**config.mk**
```make
export PLATFORM = sky130hd
export DESIGN_NAME = dual_slope_count_lcd_driver
export DESIGN_NICKNAME = d
export VERILOG_FILES = /design/src/include/dsc_pkg.sv /design/src/rtl/seg7_drive.sv /design/src/rtl/dual_slope_count_lcd_driver.sv
export SDC_FILE = /design/constraint.sdc
export NUM_CORES = 1
export LEC_CHECK = 0
export ABC_CLOCK_PERIOD_IN_PS = 18700
export BUFFER_PORTS_ARGS = -buffer_cell sky130_fd_sc_hd__buf_2
export CORE_MARGIN = 10
export CORE_UTILIZATION = 35
export CTS_CLUSTER_SIZE = 25
export DETAILED_ROUTE_END_ITERATION = 8
export PLACE_DENSITY = 0.53
export SLEW_MARGIN = 25
export SYNTH_ARGS = -nofsm -noshare
export SYNTH_HDL_FRONTEND = slang
export SYNTH_SLANG_ARGS = --single-unit
```
**constraint.sdc**
```tcl
create_clock -name mclk_in -period 18.7 [get_ports mclk_in]
set_clock_uncertainty 0.15 [all_clocks]
set_input_delay 0.935 -clock mclk_in [delete_from_list [all_inputs] [get_ports mclk_in]]
set_output_delay 0.935 -clock mclk_in [all_outputs]
set_load 0.01 [all_outputs]
```
**src/include/dsc_pkg.sv**
```systemverilog
// constants and types shared by the dual-slope converter control logic
package dsc_pkg;
  localparam int unsigned OSC_DIV        = 4;
  localparam int unsigned DIV_W          = 2;
  localparam int unsigned CNT_W          = 12;
  localparam logic [11:0] CYCLE_COUNTS   = 12'hfa0; // 4000
  localparam logic [11:0] SIGNAL_COUNTS  = 12'h3e8; // 1000
  localparam logic [11:0] REF_MAX_COUNTS = 12'h7d0; // 2000
  localparam logic [11:0] AZ_MIN_COUNTS  = 12'h3e8; // 1000
  localparam logic [11:0] PLANE_HALF     = 12'h064; // 4000/40 counts
  localparam logic [11:0] FULL_SCALE     = 12'h7cf; // 1999
  localparam logic [3:0]  DIGIT_MAX      = 4'h9;
  localparam logic [6:0]  SEG_BLANK      = 7'h00;
  localparam logic [6:0]  SEG_DASH       = 7'h40; // overflow shows g only

  typedef enum logic [2:0]
  {
    PH_AZ  = 3'b001,
    PH_SIG = 3'b010,
    PH_REF = 3'b100
  } phase_t;
endpackage

```
**src/rtl/seg7_drive.sv**
```systemverilog
// seven-segment decode with lamp test and ac phase against the common plane
`timescale 1ns/1ps
module seg7_drive
(
  input  wire logic       clk_in,
  input  wire logic       rst_in,
  input  wire logic [3:0] digit_in,
  input  wire logic       blank_in,
  input  wire logic       dash_in,
  input  wire logic       test_in,
  input  wire logic       plane_in,
  output logic      [6:0] seg_out
);
  logic [6:0] pat;
  logic [6:0] seg_next;
  logic [6:0] seg_reg;

  // bit order g f e d c b a
  always_comb
  begin
    unique case (digit_in)
      4'h0: pat = 7'h3f;
      4'h1: pat = 7'h06;
      4'h2: pat = 7'h5b;
      4'h3: pat = 7'h4f;
      4'h4: pat = 7'h66;
      4'h5: pat = 7'h6d;
      4'h6: pat = 7'h7d;
      4'h7: pat = 7'h07;
      4'h8: pat = 7'h7f;
      4'h9: pat = 7'h6f;
      default: pat = dsc_pkg::SEG_BLANK;
    endcase
    if (dash_in)
      pat = dsc_pkg::SEG_DASH;
    else if (blank_in)
      pat = dsc_pkg::SEG_BLANK;
    if (test_in)
      pat = 7'h7f;
    // lit segment runs in antiphase with the plane
    seg_next = pat ^ {7{plane_in}};
  end

  always_ff @(posedge clk_in or posedge rst_in)
  begin
    if (rst_in)
      seg_reg <= 7'h00;
    else
      seg_reg <= seg_next;
  end

  assign seg_out = seg_reg;
endmodule

```
**src/rtl/dual_slope_count_lcd_driver.sv**
```systemverilog
// dual-slope converter sequencer, result latch and static lcd drive
`timescale 1ns/1ps
module dual_slope_count_lcd_driver
(
  input  wire logic       mclk_in,
  input  wire logic       rst_in,
  input  wire logic       zero_cross_in,
  input  wire logic       input_negative_in,
  input  wire logic       lamp_test_in,
  output logic            auto_zero_out,
  output logic            signal_int_out,
  output logic            reference_int_out,
  output logic            lcd_common_plane_drive,
  output logic            sign_segment_out,
  output logic            leading_one_segment,
  output logic      [6:0] hundreds_seg_out,
  output logic      [6:0] tens_seg_out,
  output logic      [6:0] units_seg_out
);

  // pin inputs pass two flip-flops first
  logic [1:0] zc_sync_reg;
  logic [1:0] neg_sync_reg;
  logic [1:0] test_sync_reg;
  logic       zc_s;
  logic       neg_s;
  logic       test_s;

  always_ff @(posedge mclk_in or posedge rst_in)
  begin
    if (rst_in)
    begin
      zc_sync_reg   <= 2'h0;
      neg_sync_reg  <= 2'h0;
      test_sync_reg <= 2'h0;
    end
    else
    begin
      zc_sync_reg   <= {zc_sync_reg[0], zero_cross_in};
      neg_sync_reg  <= {neg_sync_reg[0], input_negative_in};
      test_sync_reg <= {test_sync_reg[0], lamp_test_in};
    end
  end

  assign zc_s   = zc_sync_reg[1];
  assign neg_s  = neg_sync_reg[1];
  assign test_s = test_sync_reg[1];

  // sequencer state
  logic [dsc_pkg::DIV_W-1:0] div_reg,    div_next;
  logic                      tick;
  dsc_pkg::phase_t           phase_reg,  phase_next;
  logic [11:0]               cyc_reg,    cyc_next;
  logic [11:0]               ph_reg,     ph_next;
  logic                      neg_reg,    neg_next;
  logic [11:0]               res_reg,    res_next;
  logic                      rneg_reg,   rneg_next;
  logic                      ovf_reg,    ovf_next;
  logic [11:0]               pl_reg,     pl_next;
  logic                      plane_reg,  plane_next;

  assign tick = (div_reg == dsc_pkg::DIV_W'(dsc_pkg::OSC_DIV - 1));

  always_comb
  begin
    div_next   = div_reg + 1'b1;
    phase_next = phase_reg;
    cyc_next   = cyc_reg;
    ph_next    = ph_reg;
    neg_next   = neg_reg;
    res_next   = res_reg;
    rneg_next  = rneg_reg;
    ovf_next   = ovf_reg;
    pl_next    = pl_reg;
    plane_next = plane_reg;
    if (tick)
    begin
      // plane half period is cycle/40, so it runs at 20x conversion rate
      if (pl_reg == dsc_pkg::PLANE_HALF - 12'h001)
      begin
        pl_next    = 12'h000;
        plane_next = ~plane_reg;
      end
      else
        pl_next = pl_reg + 12'h001;
      ph_next = ph_reg + 12'h001;
      if (cyc_reg == dsc_pkg::CYCLE_COUNTS - 12'h001)
        cyc_next = 12'h000;
      else
        cyc_next = cyc_reg + 12'h001;
      unique case (phase_reg)
        dsc_pkg::PH_AZ:
        begin
          // auto-zero ends only when the 4000-count cycle wraps
          if (cyc_reg == dsc_pkg::CYCLE_COUNTS - 12'h001)
          begin
            phase_next = dsc_pkg::PH_SIG;
            ph_next    = 12'h000;
          end
        end
        dsc_pkg::PH_SIG:
        begin
          if (ph_reg == dsc_pkg::SIGNAL_COUNTS - 12'h001)
          begin
            phase_next = dsc_pkg::PH_REF;
            ph_next    = 12'h000;
            neg_next   = neg_s; // polarity fixed at end of input phase
          end
        end
        dsc_pkg::PH_REF:
        begin
          if (zc_s)
          begin
            phase_next = dsc_pkg::PH_AZ;
            res_next   = ph_reg;
            rneg_next  = neg_reg;
            ovf_next   = 1'b0;
          end
          else if (ph_reg == dsc_pkg::REF_MAX_COUNTS - 12'h001)
          begin
            phase_next = dsc_pkg::PH_AZ;
            res_next   = dsc_pkg::FULL_SCALE;
            rneg_next  = neg_reg;
            ovf_next   = 1'b1;
          end
        end
        default:
        begin
          phase_next = dsc_pkg::PH_AZ;
          cyc_next   = 12'h000;
        end
      endcase
    end
  end

  always_ff @(posedge mclk_in or posedge rst_in)
  begin
    if (rst_in)
    begin
      div_reg   <= '0;
      phase_reg <= dsc_pkg::PH_AZ;
      cyc_reg   <= 12'h000;
      ph_reg    <= 12'h000;
      neg_reg   <= 1'b0;
      res_reg   <= 12'h000;
      rneg_reg  <= 1'b0;
      ovf_reg   <= 1'b0;
      pl_reg    <= 12'h000;
      plane_reg <= 1'b0;
    end
    else
    begin
      div_reg   <= div_next;
      phase_reg <= phase_next;
      cyc_reg   <= cyc_next;
      ph_reg    <= ph_next;
      neg_reg   <= neg_next;
      res_reg   <= res_next;
      rneg_reg  <= rneg_next;
      ovf_reg   <= ovf_next;
      pl_reg    <= pl_next;
      plane_reg <= plane_next;
    end
  end

  // binary result to decimal digits; result never exceeds 1999
  logic [3:0] d_th, d_hu, d_te, d_un;
  logic [11:0] rem;
  always_comb
  begin
    rem  = res_reg;
    d_th = (rem >= 12'h3e8) ? 4'h1 : 4'h0;
    rem  = (rem >= 12'h3e8) ? rem - 12'h3e8 : rem;
    d_hu = 4'(rem / 12'h064);
    // products kept 12 bits wide: 9 x 100 overflows a byte
    rem  = rem - 12'(d_hu) * 12'h064;
    d_te = 4'(rem / 12'h00a);
    d_un = 4'(rem - 12'(d_te) * 12'h00a);
  end

  // output flops
  logic ctl_az_reg, ctl_sig_reg, ctl_ref_reg, one_reg, sign_reg;
  always_ff @(posedge mclk_in or posedge rst_in)
  begin
    if (rst_in)
    begin
      ctl_az_reg  <= 1'b0;
      ctl_sig_reg <= 1'b0;
      ctl_ref_reg <= 1'b0;
      one_reg     <= 1'b0;
      sign_reg    <= 1'b0;
    end
    else
    begin
      ctl_az_reg  <= phase_next == dsc_pkg::PH_AZ;
      ctl_sig_reg <= phase_next == dsc_pkg::PH_SIG;
      ctl_ref_reg <= phase_next == dsc_pkg::PH_REF;
      one_reg     <= ((d_th != 4'h0) | test_s) ^ plane_next;
      sign_reg    <= (rneg_reg | test_s) ^ plane_next;
    end
  end

  assign auto_zero_out          = ctl_az_reg;
  assign signal_int_out         = ctl_sig_reg;
  assign reference_int_out      = ctl_ref_reg;
  assign lcd_common_plane_drive = plane_reg;
  assign leading_one_segment    = one_reg;
  assign sign_segment_out       = sign_reg;

  // hundreds, tens and units digits each show a dash when over range
  seg7_drive u_hundreds
  (
    .clk_in   (mclk_in),
    .rst_in   (rst_in),
    .digit_in (d_hu),
    .blank_in (1'b0),
    .dash_in  (ovf_reg),
    .test_in  (test_s),
    .plane_in (plane_next),
    .seg_out  (hundreds_seg_out)
  );
  seg7_drive u_tens
  (
    .clk_in   (mclk_in),
    .rst_in   (rst_in),
    .digit_in (d_te),
    .blank_in (1'b0),
    .dash_in  (ovf_reg),
    .test_in  (test_s),
    .plane_in (plane_next),
    .seg_out  (tens_seg_out)
  );
  seg7_drive u_units
  (
    .clk_in   (mclk_in),
    .rst_in   (rst_in),
    .digit_in (d_un),
    .blank_in (1'b0),
    .dash_in  (ovf_reg),
    .test_in  (test_s),
    .plane_in (plane_next),
    .seg_out  (units_seg_out)
  );
endmodule

```
Yosys cells after proc, flatten, opt, wreduce, memory -nomap -nowiden
Memory sizes are Yosys's and may differ from the RTL's.
Cells that the tools add are included.
{"block": "op_classes", "addsub": 7, "div_mod_pow": 2, "magnitude_cmp": 1, "muxes": 28, "reduce_logical": 5, "eq_ne": 11, "mul": 2, "n_bitwise": 8}
{"cell": "two-way mux 12 bit", "count": 8}
{"cell": "two-way mux 7 bit", "count": 6}
{"cell": "adder 12 x 1 -> 12 bit, second input constant", "count": 3}
{"cell": "case mux 12 bit (2 select lines)", "count": 1}
{"cell": "XOR 7 bit", "count": 3}
{"cell": "two-way mux 3 bit", "count": 5}
{"cell": "divider 12 x 4 -> 12 bit, second input constant", "count": 1}
{"cell": "divider 12 x 7 -> 12 bit, second input constant", "count": 1}
{"cell": "equality test 12 x 10 -> 1 bit, second input constant", "count": 1}
{"cell": "equality test 12 x 11 -> 1 bit, second input constant", "count": 1}
{"cell": "equality test 12 bit, second input constant", "count": 1}
{"cell": "equality test 12 x 7 -> 1 bit, second input constant", "count": 1}
{"cell": ">= comparator 12 x 10 -> 1 bit, second input constant", "count": 1}
{"cell": "subtractor 12 x 10 -> 12 bit, second input constant", "count": 1}
{"cell": "subtractor 12 x 11 -> 12 bit", "count": 1}
{"cell": "multiplier 4 x 5 -> 9 bit, second input constant", "count": 1}
{"cell": "case mux 3 bit (3 select lines)", "count": 1}
{"cell": "two-way mux 1 bit", "count": 7}
{"cell": "equality test 3 x 1 -> 1 bit, second input constant", "count": 2}
{"cell": "equality test 3 x 2 -> 1 bit, second input constant", "count": 2}
{"cell": "equality test 3 bit, second input constant", "count": 2}
{"cell": "AND reduction 3 bit", "count": 2}
{"cell": "multiplier 4 x 3 -> 3 bit, second input constant", "count": 1}
{"cell": "nonzero test 4 bit", "count": 1}
{"cell": "other kinds (8)", "count": 10}
{"block": "word_totals", "romBits": 336, "regBits": 89, "n_memories": 3}
{"name": "(no name shown)", "depth": 16, "word_bits": 7, "read_ports": 1, "rd_clocked_by_memory_dff": 0, "wr": 0, "line": "seg7_drive.sv:21", "text": "unique case (digit_in)"}
{"name": "(no name shown)", "depth": 16, "word_bits": 7, "read_ports": 1, "rd_clocked_by_memory_dff": 0, "wr": 0, "line": "seg7_drive.sv:21"}
{"name": "(no name shown)", "depth": 16, "word_bits": 7, "read_ports": 1, "rd_clocked_by_memory_dff": 0, "wr": 0, "line": "seg7_drive.sv:21"}

Logic depth before layout (Yosys ltp)
Gate-level depths: netlist of the first run.
An unclocked memory read counts as a cell.
{"block": "logic_depth", "word_depth": 12, "ltp_mapped": 59, "depth_no_buf": 54}

Hierarchy
A second synthesis of the first run with hierarchy kept.
{"block": "hier_totals", "cells_unflattened": 878, "area_unflattened_um2": 7389.6}
{"module": "dual_slope_count_lcd_driver", "cells_each": 734, "area_each_um2": 5933.2, "instances": 1}
{"module": "seg7_drive", "cells_each": 48, "area_each_um2": 485.5, "instances": 3}

Worst setup path after synthesis of the first run
OpenSTA, ideal clock, no wires.
{"block": "synth_timing", "path_kind": "reg-to-reg", "start": "register res_reg[3]", "end": "register u_units.seg_reg[0], in the netlist u_units.seg_out[0]", "t_arrival_ps": 11628, "setup_time_ps": 142, "period_less_slack_ps": 11920, "path_slack_ps": 6780, "t_required_ps": 18408, "stages_incl_launch_ff": 55, "cell_sequence": "dfrtp_1 -> inv_1 -> ha_1 -> nand4b_1 -> or4_1 -> and2_1 -> buf_2 -> clkinv_2 -> buf_6 -> a211oi_1 -> a211oi_2 -> o2111ai_1 -> a32oi_1 -> o22ai_1 -> maj3_1 -> a21o_1 -> buf_2 -> maj3_1 -> (+19 left out) -> mux2_2 -> o21ai_2 -> mux2_2 -> a21o_1 -> inv_1 -> ha_1 -> nand2_1 -> o2111a_1 -> a211o_1 -> a211o_4 -> ha_1 -> fa_1 -> xnor2_1 -> xnor2_2 -> nor2b_1 -> mux2_4 -> a221oi_1 -> xnor2_1"}
{"block": "synth_via", "elab_chain_cells": 12, "elab_cells_between_ends": 13}
{"element": "start, declared", "line": "dual_slope_count_lcd_driver.sv:56", "text": "logic [11:0] res_reg, res_next;"}
{"element": "start signal, assigned", "line": "dual_slope_count_lcd_driver.sv:158", "text": "res_reg <= res_next;"}
{"element": "subtractor 12 x 10 -> 12 bit or >= comparator 12 x 10 -> 1 bit (tied branches)", "line": "dual_slope_count_lcd_driver.sv:173", "text": "rem = (rem >= 12'h3e8) ? rem - 12'h3e8 : rem;"}
{"element": "two-way mux 12 bit *", "line": "dual_slope_count_lcd_driver.sv:173"}
{"element": "divider 12 x 7 -> 12 bit", "line": "dual_slope_count_lcd_driver.sv:174", "text": "d_hu = 4'(rem / 12'h064);"}
{"element": "multiplier 4 x 5 -> 9 bit", "line": "dual_slope_count_lcd_driver.sv:176", "text": "rem = rem - 12'(d_hu) * 12'h064;"}
{"element": "subtractor 12 x 11 -> 12 bit *", "line": "dual_slope_count_lcd_driver.sv:176"}
{"element": "divider 12 x 4 -> 12 bit", "line": "dual_slope_count_lcd_driver.sv:177", "text": "d_te = 4'(rem / 12'h00a);"}
{"element": "multiplier 4 x 3 -> 3 bit", "line": "dual_slope_count_lcd_driver.sv:178", "text": "d_un = 4'(rem - 12'(d_te) * 12'h00a);"}
{"element": "subtractor 4 bit *", "line": "dual_slope_count_lcd_driver.sv:178"}
{"element": "memory (16 x 7 bit) *"}
{"element": "two-way mux 7 bit *", "line": "seg7_drive.sv:34", "text": "if (dash_in)"}
{"element": "two-way mux 7 bit *", "line": "seg7_drive.sv:38", "text": "if (test_in)"}
{"element": "XOR 7 bit *", "line": "seg7_drive.sv:41", "text": "seg_next = pat ^ {7{plane_in}};"}
{"element": "named net u_units.seg_next[0]", "line": "seg7_drive.sv:15", "text": "logic [6:0] seg_next;"}
{"element": "end signal, assigned", "line": "seg7_drive.sv:49", "text": "seg_reg <= seg_next;"}
{"element": "end, declared", "line": "seg7_drive.sv:16", "text": "logic [6:0] seg_reg;"}
Mark *: on every way through the listed nets, which the timed path passes. The rest lies on a longest branch.
A chain may end at the register's enable or synchronous reset.

Worst setup path after layout of the first run
{"block": "layout_timing", "start": "register res_reg[3]", "end": "register u_units.seg_reg[2], in the netlist u_units.seg_out[2]"}
Same word-level chain as after synthesis.

==> results.txt, run 1 <==
----------------------------------------------------
[CTS]
  Number of H-tree levels ... 3
  Clock transition time at the flip-flop clock pins of the worst setup and hold paths ... 70 ps
  Clk sink count ... 89
  Number of buffers inserted during clock tree synthesis ... 9
  Clk_lat worst skew ... 340 ps
  Number of setup buffers added after CTS ... 0
  Maximum buffer depth of the clock tree ... 2
  Root buffer selected by CTS ... sky130_fd_sc_hd__clkbuf_16
  CTS hold repair buffers ... 0
  Post_cts resized ... 0
  TritonCTS clock tree ... done

[Hold path]
  Tightest Hold Check Type ... flop to flop
  Count of cells along the worst hold path ... 0
  Terminating pin of the worst hold path ... zc_sync_reg[1]
  Hold Startpoint ... zc_sync_reg[0]

[Critical path]
  Endpoint arrival time on the critical path ... 13550 ps
  Delay of the slowest cell on the worst path ... 720 ps
  Start of the worst register-to-register path ... res_reg[3]
  Required time at the worst-slack endpoint ... 18740 ps
  Worst Reg-to-Reg Cells ... 50
  Start-to-end type of the worst setup path ... flop to flop
  Flop-to-flop setup slack ... 5190 ps
  Crit path capture type ... flop
  Highest fanout seen on the critical path ... 21
  Most used cell, CP ... sky130_fd_sc_hd__ha_1
  Slowest stage cell on the critical path ... sky130_fd_sc_hd__o31ai_1
  Kind of launch point of the worst setup path ... flop
  Crit Reg-Reg Endpoint ... u_units.seg_out[2]

[Drt]
  Total detailed-routing wirelength ... 16300 µm
  Post-detailed-route count of antenna-violating nets ... 0
  Drt initial violations ... 389
  Pre-antenna DRT Iters ... 5
  Via count ... 5941
  Via/cell ratio ... 5.38
  Wire length per cell ... 14.8 µm
  DRC ... 0

[Floorplanning]
  Die Y-Extent ... 162 µm
  Std-Cell Rows ... 51
  Top Ports ... 32
  Horizontal extent of the die ... 162 µm
  DIE AREA ... 26200 µm²
  Starting density of the core ... 0.358
  Placeable core region ... 19700 µm²

[Synthesis]
  Share of synthesized flip-flops with an asynchronous set or reset ... 1.00
  Yosys reg bits ... 89
  Biggest area contributors in the synthesized netlist ... sky130_fd_sc_hd__dfrtp_1 (31%), sky130_fd_sc_hd__ha_1 (7.5%), sky130_fd_sc_hd__xnor2_1 (6.2%)
  Number of nets in the synthesized netlist ... 876
  Most used flip-flop cell after synthesis ... sky130_fd_sc_hd__dfrtp_1
  Post-synthesis area per instance ... 8.53 µm²
  Instance count of the mapped netlist ... 826
  Post-synth EDFFs ... 0
  Post-synthesis sequential area ratio ... 0.316
  Total standard cell area after synthesis ... 7040 µm²
  Synth unique cells ... 90
  Yosys synthesis warning count ... 0
  Fraction of post-synthesis cell area in the top cell type by area ... 0.313
  Top cell type by total area after synthesis ... sky130_fd_sc_hd__dfrtp_1

[STA]
  Slew HR ... 0.338
  RSZ-0062 raised after global routing ... false
  Slew of the pin with the lowest slew margin ... 992 ps
  Hold Worst Slack ... 201 ps
  Highest clock rate ... 0.0740 GHz
  Portion of the clock cycle consumed by the worst path in the final layout ... 0.722
  Number of endpoints failing setup at the final stage ... 0
  Clock period minus worst slack ... 13510 ps
  Final sum of negative setup slack ... 0 ps
  Number of pins with negative max-slew slack in the final report ... 0
  Fin. Hold Viols ... 0

[GRT]
  Number of global-route vias before repair ... 5680
  Global-route wire length before repair ... 27800 µm
  GR Overflow Total ... 0
  Pin count of the biggest net entering global routing ... 69
  GRT Overall Usage ... 0.124
  Number of antenna violations at the first check in global routing ... 0

[Placement]
  Area after DPL ... 7420 µm²
  Weighted congestion at the end of routability-driven global placement ... 0.893
  Buffers on Ports ... 31
  Half-perimeter wire length of the detailed placement result ... 12100 µm

[Cells and area]
  Reg area ... 2230 µm²
  Multi-input gate area ... 4470 µm²
  Count of fill cells added during filler insertion ... 2016
  # diodes ... 0
  Final design utilization ... 0.395
  Share of final-layout standard cells stronger than drive strength 1 ... 0.117
  Final cell area excluding filler cells ... 7770 µm²
  Total number of nets in the final design ... 885
  Relative area change from synthesis to final layout ... 10.3%

[Power]
  Leakage power total ... 3.17 nW
  Peak supply drop ... 0.0000420 V
  Pwr/cell area ... 53.1 nW/µm²
  Post-route total power ... 0.412 mW

[Run]
  Count of max-cap constraint violations ... 0

[Run status]
  Result of the run ... finished clean

----------------------------------------------------
logic make-up after synthesis:
logic type | Yosys count | synth area share
compound gates | 205 | 0.208
mux | 19 | 0.0288
buf+inv | 89 | 0.0496
simple gates | 303 | 0.214
xor+xnor | 71 | 0.0924
flops | 89 | 0.316
fa+ha+maj | 50 | 0.0902
power by group:
group / total [mW] / switching (mW) / internal (mW)
Clock: 0.211 / 0.0790 / 0.132
Combinational: 0.00653 / 0.00500 / 0.00152
Sequential: 0.195 / 0.00141 / 0.194
cell usage after synthesis (all sizes together) (6+ instances only):
master / number
nor3: 28
nor2b: 6
inv: 47
nand2: 73
a211o: 6
a21oi: 50
ha: 42
a21o: 6
o211ai: 12
xnor2: 52
xor2: 18
nand3: 23
mux2: 7
and2: 6
a211oi: 6
dfrtp: 88
a31oi: 14
nand2b: 6
or2: 9
buf: 10
o31ai: 6
or3: 9
a221oi: 7
o22ai: 8
nor4: 15
and3: 12
nand4: 19
o21ai: 40
nor2: 82
mux2i: 12
clkbuf: 29
worst max-delay path, delay by kind of cell, from the launching register on:
kind	cells	cell delay, ps
buffers and inverters	5	730
multiplexers	3	970
XOR/XNOR	4	660
adder cells (fa/ha/maj)	9	2480
AO/OA/AOI/OAI	17	5090
AND/OR/NAND/NOR	12	2830
flip-flops	1	440
how the worst max path moves through the flow:
stage / start / to / slack, ps / cells past startpoint
2_1_floorplan: res_reg[3] / u_units.seg_out[0] / 6780 / 54
4_1_cts: res_reg[3] / u_units.seg_out[2] / 5280 / 50
6_report: res_reg[3] / u_units.seg_out[2] / 5190 / 50
3_3_place_gp: res_reg[3] / u_units.seg_out[0] / 5460 / 48
3_5_place_dp: res_reg[3] / u_units.seg_out[2] / 5340 / 48
5_1_grt: res_reg[3] / u_units.seg_out[3] / 4150 / 50
layout by cell type (no fill, tap or decap), types with 9 or more instances in the layout:
cell type and n:
sky130_fd_sc_hd__mux2i_1 12, sky130_fd_sc_hd__or3_1 9, sky130_fd_sc_hd__clkbuf_16 9, sky130_fd_sc_hd__a21oi_1 45, sky130_fd_sc_hd__nand4_1 19, sky130_fd_sc_hd__inv_1 43
sky130_fd_sc_hd__ha_1 42, sky130_fd_sc_hd__nand3_1 23, sky130_fd_sc_hd__nor3_1 27, sky130_fd_sc_hd__nor2_1 80, sky130_fd_sc_hd__o211ai_1 12, sky130_fd_sc_hd__nor4_1 13
sky130_fd_sc_hd__a31oi_1 13, sky130_fd_sc_hd__nand2_1 72, sky130_fd_sc_hd__buf_2 31, sky130_fd_sc_hd__xnor2_1 50, sky130_fd_sc_hd__o21ai_0 30, sky130_fd_sc_hd__dfrtp_1 88
sky130_fd_sc_hd__and3_1 12, sky130_fd_sc_hd__xor2_1 18
metal layers:
metal  vias to the layer above  routed length, µm  global-route usage
li1                       2996                  -                   -
met1                      2809               7940               0.166
met2                       120               7560               0.202
met3                        16                587              0.0185
met4                         0                218              0.0343
met5                         -                  0                   0
final cells by class:
class	count	share of cell area
Timing Repair Buffer	37	0.0258
Inverter	50	0.0246
Clock inverter	7	0.0159
Multi-Input combinational cell	648	0.575
Clock buffer	9	0.0290
Sequential cell	89	0.287
Tap cell	265	0.0427
per-stage QoR:
step                      setup slack, ps  std cells
after floorplan                      6780        826
after global placement               5460       1089
after detailed placement             5340       1089
after CTS                            5280       1105
after global routing                 4150       1105
final                                5190       1105
Power figures use the tool's default switching activity.
==> run 2: changes to the inputs <==
--- a/config.mk
+++ b/config.mk
@@ -5,7 +5,8 @@
 export SDC_FILE = /design/constraint.sdc
 export NUM_CORES = 1
 export LEC_CHECK = 0
-export ABC_CLOCK_PERIOD_IN_PS = 18700
+export ABC_AREA = 1
+export ABC_CLOCK_PERIOD_IN_PS = 14110
 export BUFFER_PORTS_ARGS = -buffer_cell sky130_fd_sc_hd__buf_2
 export CORE_MARGIN = 10
 export CORE_UTILIZATION = 35
==> constraint.sdc (replaced) <==
create_clock -name mclk_in -period 14.11 [get_ports mclk_in]
set_clock_uncertainty 0.15 [all_clocks]
set_input_delay 0.7055 -clock mclk_in [delete_from_list [all_inputs] [get_ports mclk_in]]
set_output_delay 0.7055 -clock mclk_in [all_outputs]
set_load 0.01 [all_outputs]
==> results.txt, run 2 <==
----------------------------------------------------
[Synthesis]
  Total standard cell area after synthesis ... 6650 µm²
  Most used flip-flop cell after synthesis ... sky130_fd_sc_hd__dfrtp_1
  Post-synth EDFFs ... 0
  Most frequently used cell type in the post-synthesis netlist ... sky130_fd_sc_hd__nand2_1
  Post-synthesis area per instance ... 7.34 µm²
  Post-synthesis sequential area ratio ... 0.335
  Yosys synthesis warning count ... 0
  Number of nets in the synthesized netlist ... 956
  Instance count of the mapped netlist ... 906
  Most common library cells after synthesis ... sky130_fd_sc_hd__nand2_1 (218), sky130_fd_sc_hd__inv_1 (129), sky130_fd_sc_hd__dfrtp_1 (88), sky130_fd_sc_hd__nand3_1 (82), sky130_fd_sc_hd__nor2_1 (58)
  Synth unique cells ... 48
  Top cell type by total area after synthesis ... sky130_fd_sc_hd__dfrtp_1
  Biggest area contributors in the synthesized netlist ... sky130_fd_sc_hd__dfrtp_1 (33%), sky130_fd_sc_hd__nand2_1 (12%), sky130_fd_sc_hd__ha_1 (7.9%)
  Yosys reg bits ... 89
  Fraction of post-synthesis cell area in the top cell type by area ... 0.331
  Share of synthesized flip-flops with an asynchronous set or reset ... 1.00

[STA]
  Number of pins with negative max-slew slack in the final report ... 0
  RSZ-0062 raised after global routing ... false
  Hold Worst Slack ... 200 ps
  Slew HR ... 0.502
  Number of endpoints failing setup at the final stage ... 0
  Fin worst setup slack ... 2240 ps
  Highest clock rate ... 0.0842 GHz
  Portion of the clock cycle consumed by the worst path in the final layout ... 0.841
  Final sum of negative setup slack ... 0 ps
  Clock period minus worst slack ... 11870 ps
  Fin. Hold Viols ... 0
  Slew of the pin with the lowest slew margin ... 744 ps

[Floorplanning]
  Top Ports ... 32
  Placeable core region ... 18700 µm²
  Std-Cell Rows ... 50
  Starting density of the core ... 0.355
  Die Y-Extent ... 158 µm
  DIE AREA ... 24900 µm²
  Horizontal extent of the die ... 158 µm

[Cells and area]
  Final design utilization ... 0.394
  Most frequent standard cell in the layout excluding fill and tap cells ... sky130_fd_sc_hd__nand2_1
  Count of fill cells added during filler insertion ... 1940
  Relative area change from synthesis to final layout ... 10.9%
  Multi-input gate area ... 3840 µm²
  Reg area ... 2230 µm²
  Share of final-layout standard cells stronger than drive strength 1 ... 0.134
  Commonest non-fill, non-tap cells in the layout ... sky130_fd_sc_hd__nand2_1 (218), sky130_fd_sc_hd__inv_1 (128), sky130_fd_sc_hd__dfrtp_1 (88)
  # diodes ... 0
  Total number of nets in the final design ... 988
  Cell Count, Final, Fillers Out ... 1177

[Critical path]
  CP Launch Point ... res_reg[3]
  Start of the worst register-to-register path ... res_reg[3]
  Slowest stage cell on the critical path ... sky130_fd_sc_hd__dfrtp_1
  Highest fanout seen on the critical path ... 12
  Required time at the worst-slack endpoint ... 14200 ps
  Crit path capture type ... flop
  Delay of the slowest cell on the worst path ... 410 ps
  Start-to-end type of the worst setup path ... flop to flop
  Most used cell, CP ... sky130_fd_sc_hd__nand2_1
  Endpoint arrival time on the critical path ... 11960 ps
  Kind of launch point of the worst setup path ... flop

[CTS]
  Clk_lat worst skew ... 350 ps
  Clock transition time at the flip-flop clock pins of the worst setup and hold paths ... 70 ps
  Clk sink count ... 89
  Maximum buffer depth of the clock tree ... 2
  Root buffer selected by CTS ... sky130_fd_sc_hd__clkbuf_16
  CTS hold repair buffers ... 0
  Number of buffers inserted during clock tree synthesis ... 9
  Number of H-tree levels ... 3
  Number of setup buffers added after CTS ... 0
  TritonCTS clock tree ... done
  Post_cts resized ... 0

[Drt]
  Total detailed-routing wirelength ... 14500 µm
  Via count ... 5607
  Pre-antenna DRT Iters ... 4
  Drt initial violations ... 256
  Wire length per cell ... 12.3 µm
  Via/cell ratio ... 4.76
  DRC ... 0
  Post-detailed-route count of antenna-violating nets ... 0

[GRT]
  Pin count of the biggest net entering global routing ... 55
  GRT Overall Usage ... 0.122
  Number of antenna violations at the first check in global routing ... 0
  GR Overflow Total ... 0
  Number of global-route vias before repair ... 5435
  Global-route wire length before repair ... 25100 µm

[Run]
  Count of max-cap constraint violations ... 0

[Power]
  Peak supply drop ... 0.0000591 V
  Pwr/cell area ... 69.1 nW/µm²
  Leakage power total ... 3.64 nW

[Run status]
  Result of the run ... finished clean

[Placement]
  Half-perimeter wire length of the detailed placement result ... 11400 µm
  Cell count after placement ... 1161
  Buffers on Ports ... 31
  Placement Setup Slack ... 2220 ps
  Weighted congestion at the end of routability-driven global placement ... 0.816

[Hold path]
  Hold Startpoint ... zc_sync_reg[0]
  Tightest Hold Check Type ... flop to flop

----------------------------------------------------
run 2: cell count changes after synthesis, moves of 11 or more:
cell                       previous run  this run
sky130_fd_sc_hd__a21oi_1             45        33
sky130_fd_sc_hd__clkbuf_1            29        11
sky130_fd_sc_hd__inv_1               44       129
sky130_fd_sc_hd__mux2i_1             12         1
sky130_fd_sc_hd__nand2_1             72       218
sky130_fd_sc_hd__nand2_2              1        26
sky130_fd_sc_hd__nand3_1             23        82
sky130_fd_sc_hd__nor2_1              80        58
sky130_fd_sc_hd__o211ai_1            12         0
sky130_fd_sc_hd__xnor2_1             50        10
sky130_fd_sc_hd__xor2_1              18        39
run 2: stage by stage:
| step | cell area, µm² | power, mW |
|---|---|---|
| after CTS | 7370 | 0.521 |
| final | 7370 | 0.510 |
| after global routing | 7370 | 0.531 |
| after global placement | 7070 | 0.273 |
| after floorplan | 6650 | 0.268 |
| after detailed placement | 7070 | 0.273 |
run 2: critical path: cells and delay by family (launching register included):
kind	cells	cell delay, ps
adder cells (fa/ha/maj)	8	2350
buffers and inverters	14	980
flip-flops	1	410
XOR/XNOR	3	810
AND/OR/NAND/NOR	71	6650
AO/OA/AOI/OAI	2	350
run 2: cell type report:
class | instances | area share
Multi-Input combinational cell | 664 | 0.521
Sequential cell | 89 | 0.302
Inverter | 140 | 0.0725
Tap cell | 234 | 0.0397
Clock buffer | 12 | 0.0334
Timing Repair Buffer | 34 | 0.0241
Clock inverter | 4 | 0.00713
run 2: cells by family (layout without fill, tap and decap cells):
group                      after synthesis  in the layout  synth area share
xor gates and xnor gates                49             49            0.0646
muxes                                    1              1           0.00151
buffers and inverters                  153            190            0.0879
adders and majority gates               45             45            0.0881
and+or+nand+nor                        465            465             0.332
DFF                                     89             89             0.335
AOI/OAI and AO/OA                      104            104            0.0906
run 2: final timing paths:
| kind | endpoint | slack (ps) | cells after the start |
|---|---|---|---|
| worst max-delay path | u_units.seg_out[5] | 2240 | 98 |
| worst min-delay path | zc_sync_reg[1] | 200 | 0 |
| worst max register to register | u_units.seg_out[5] | 2240 | 98 |
| worst min register to register | zc_sync_reg[1] | 200 | 0 |
| max in group asynchronous | ph_reg[9] | 12450 | 3 |
| min in group asynchronous | sign_segment_out | 250 | 2 |
run 2: power by group:
group	switching, mW	internal, mW
sequential	0.00127	0.257
clock	0.0995	0.143
combinational	0.00766	0.00170
run 2: per-layer routing:
metal	track usage	up-vias	routed length (µm)
met5	0	-	0
met4	0.0316	0	181
met3	0.0244	13	356
met2	0.206	61	6830
met1	0.155	2557	7140
li1	-	2976	-
==> run 3: changes to the inputs <==
--- a/config.mk
+++ b/config.mk
@@ -6,13 +6,13 @@
 export NUM_CORES = 1
 export LEC_CHECK = 0
 export ABC_AREA = 1
-export ABC_CLOCK_PERIOD_IN_PS = 14110
+export ABC_CLOCK_PERIOD_IN_PS = 9740
 export BUFFER_PORTS_ARGS = -buffer_cell sky130_fd_sc_hd__buf_2
 export CORE_MARGIN = 10
 export CORE_UTILIZATION = 35
 export CTS_CLUSTER_SIZE = 25
 export DETAILED_ROUTE_END_ITERATION = 8
-export PLACE_DENSITY = 0.53
+export PLACE_DENSITY = 0.55
 export SLEW_MARGIN = 25
 export SYNTH_ARGS = -nofsm -noshare
 export SYNTH_HDL_FRONTEND = slang
==> constraint.sdc (replaced) <==
create_clock -name mclk_in -period 9.74 [get_ports mclk_in]
set_clock_uncertainty 0.15 [all_clocks]
set_input_delay 0.487 -clock mclk_in [delete_from_list [all_inputs] [get_ports mclk_in]]
set_output_delay 0.487 -clock mclk_in [all_outputs]
set_load 0.01 [all_outputs]
==> results.txt, run 3 (same netlist as run 2, synthesis figures left out) <==
----------------------------------------------------
[Floorplanning]
  Starting density of the core ... 0.355
  DIE AREA ... 24900 µm²
  Top Ports ... 32
  Horizontal extent of the die ... 158 µm
  Placeable core region ... 18700 µm²
  Std-Cell Rows ... 50
  Die Y-Extent ... 158 µm

[Critical path]
  Crit path capture type ... flop
  Endpoint arrival time on the critical path ... 10440 ps
  CP Launch Point ... res_reg[4]
  Most used cell, CP ... sky130_fd_sc_hd__nand2_2
  Delay of the slowest cell on the worst path ... 670 ps
  Crit Reg-Reg Endpoint ... u_units.seg_out[3]
  Start-to-end type of the worst setup path ... flop to flop
  Capturing element of the worst setup path ... u_units.seg_out[3]
  Flop-to-flop setup slack ... -620 ps
  Start of the worst register-to-register path ... res_reg[4]
  Highest fanout seen on the critical path ... 8
  Worst Reg-to-Reg Cells ... 90
  Required time at the worst-slack endpoint ... 9820 ps
  Slowest stage cell on the critical path ... sky130_fd_sc_hd__fa_2
  Kind of launch point of the worst setup path ... flop

[CTS]
  TritonCTS clock tree ... done
  Maximum buffer depth of the clock tree ... 2
  Clock transition time at the flip-flop clock pins of the worst setup and hold paths ... 60 ps
  Clk_lat worst skew ... 350 ps
  Clk sink count ... 89
  Number of H-tree levels ... 3
  Root buffer selected by CTS ... sky130_fd_sc_hd__clkbuf_16
  CTS hold repair buffers ... 0
  Number of buffers inserted during clock tree synthesis ... 9

[GRT]
  Global-route wire length before repair ... 27300 µm
  GR Overflow Total ... 0
  Busiest layer in global routing ... met2
  Number of global-route vias before repair ... 6108
  Number of antenna violations at the first check in global routing ... 0
  GRT Overall Usage ... 0.132
  Met2 Track Usage GR ... 0.233
  Met1 usage in global routing ... 0.160
  Pin count of the biggest net entering global routing ... 50
  Met3 Usage GRT ... 0.0239

[STA]
  Portion of the clock cycle consumed by the worst path in the final layout ... 1.06
  Fin worst setup slack ... -620 ps
  Fin. Hold Viols ... 0
  Slew HR ... 0.460
  Number of pins with negative max-slew slack in the final report ... 0
  Slew of the pin with the lowest slew margin ... 809 ps
  RSZ-0062 raised after global routing ... true
  Number of endpoints failing setup at the final stage ... 14
  Clock period minus worst slack ... 10360 ps
  Highest clock rate ... 0.0965 GHz
  Final sum of negative setup slack ... -5530 ps

[Drt]
  DRC ... 0
  Via count ... 6207
  Via/cell ratio ... 4.69
  Post-detailed-route count of antenna-violating nets ... 0
  Wire length per cell ... 12.0 µm
  Pre-antenna DRT Iters ... 4
  Drt initial violations ... 218
  Total detailed-routing wirelength ... 15900 µm

[Placement]
  Buffers on Ports ... 31
  Half-perimeter wire length of the detailed placement result ... 11800 µm
  Placement Setup Slack ... -820 ps
  Weighted congestion at the end of routability-driven global placement ... 0.829
  Area after DPL ... 8000 µm²

[Cells and area]
  Multi-input gate area ... 4470 µm²
  Relative area change from synthesis to final layout ... 36.8%
  Total number of nets in the final design ... 1134
  Final cell area excluding filler cells ... 9090 µm²
  Reg area ... 2230 µm²
  Most frequent standard cell in the layout excluding fill and tap cells ... sky130_fd_sc_hd__nand2_1
  Count of fill cells added during filler insertion ... 1808
  Final design utilization ... 0.486
  # diodes ... 0
  Share of final-layout standard cells stronger than drive strength 1 ... 0.343
  Commonest non-fill, non-tap cells in the layout ... sky130_fd_sc_hd__nand2_1 (178), sky130_fd_sc_hd__buf_4 (147), sky130_fd_sc_hd__inv_1 (114)

[Power]
  Clock share of power ... 0.456
  Leakage power total ... 4.59 nW
  Design internal power ... 0.554 mW
  Peak supply drop ... 0.000105 V
  Portion of total power attributed to combinational logic ... 0.019
  Switching share of total power ... 0.220
  Post-route total power ... 0.711 mW
  Pwr/cell area ... 78.2 nW/µm²
  NetSw ... 0.157 mW
  Sequential share of power ... 0.526

[Run]
  Count of max-cap constraint violations ... 0

[Run status]
  Result of the run ... finished, violations left
  Violated checks ... setup timing

[Hold path]
  Tightest Hold Check Type ... input pin to async pin

----------------------------------------------------
## run 3: final cells by class
class	count	area share
clock buffers	10	0.0263
clock inverters	6	0.00440
inverters	140	0.0598
multi-input cells	664	0.491
flip-flops and latches	89	0.245
well taps	234	0.0322
repair buffers	180	0.141
## run 3: critical path: cells and delay by family (launching register included)
family / cells / cell delay, ps
AOI/OAI and AO/OA: 5 / 780
xor gates and xnor gates: 2 / 380
buffers and inverters: 16 / 1270
DFF: 1 / 390
and+or+nand+nor: 59 / 4850
adders and majority gates: 8 / 2420
## run 3: power groups by stage
stage          combinational, mW  clock, mW  sequential, mW
2_1_floorplan            0.00877          0           0.380
3_3_place_gp              0.0140          0           0.381
3_5_place_dp              0.0142          0           0.381
4_1_cts                   0.0142      0.337           0.374
5_1_grt                   0.0155      0.352           0.374
6_report                  0.0132      0.324           0.374
## run 3: worst min path at each step
stage | endpoint | slack (ps) | cells after the start
global placement | zc_sync_reg[1] | 180 | 0
detailed placement | neg_sync_reg[1] | 190 | 0
global route | neg_sync_reg[0] | 80 | 1
finish | test_sync_reg[0] | 60 | 2
CTS | zc_sync_reg[0] | 80 | 1
floorplan | neg_sync_reg[1] | 180 | 0
## run 3: per-stage QoR
step	cells	hold slack [ps]
2_1_floorplan	906	181
3_3_place_gp	1259	183
3_5_place_dp	1259	187
4_1_cts	1306	76.0
5_1_grt	1323	75.7
6_report	1323	62.8
## run 3: routing by layer
layer / up-vias / share of wire
met5: - / 0
met4: 0 / 0.012
met3: 14 / 0.024
met2: 51 / 0.50
met1: 2883 / 0.47
li1: 3259 / -
## run 3: timing repair
action,4_1_cts,5_1_grt
pin swaps,47,38
resized for setup,47,67
setup endpoints to repair,14,14
hold endpoints to repair,0,0
setup buffers,31,18
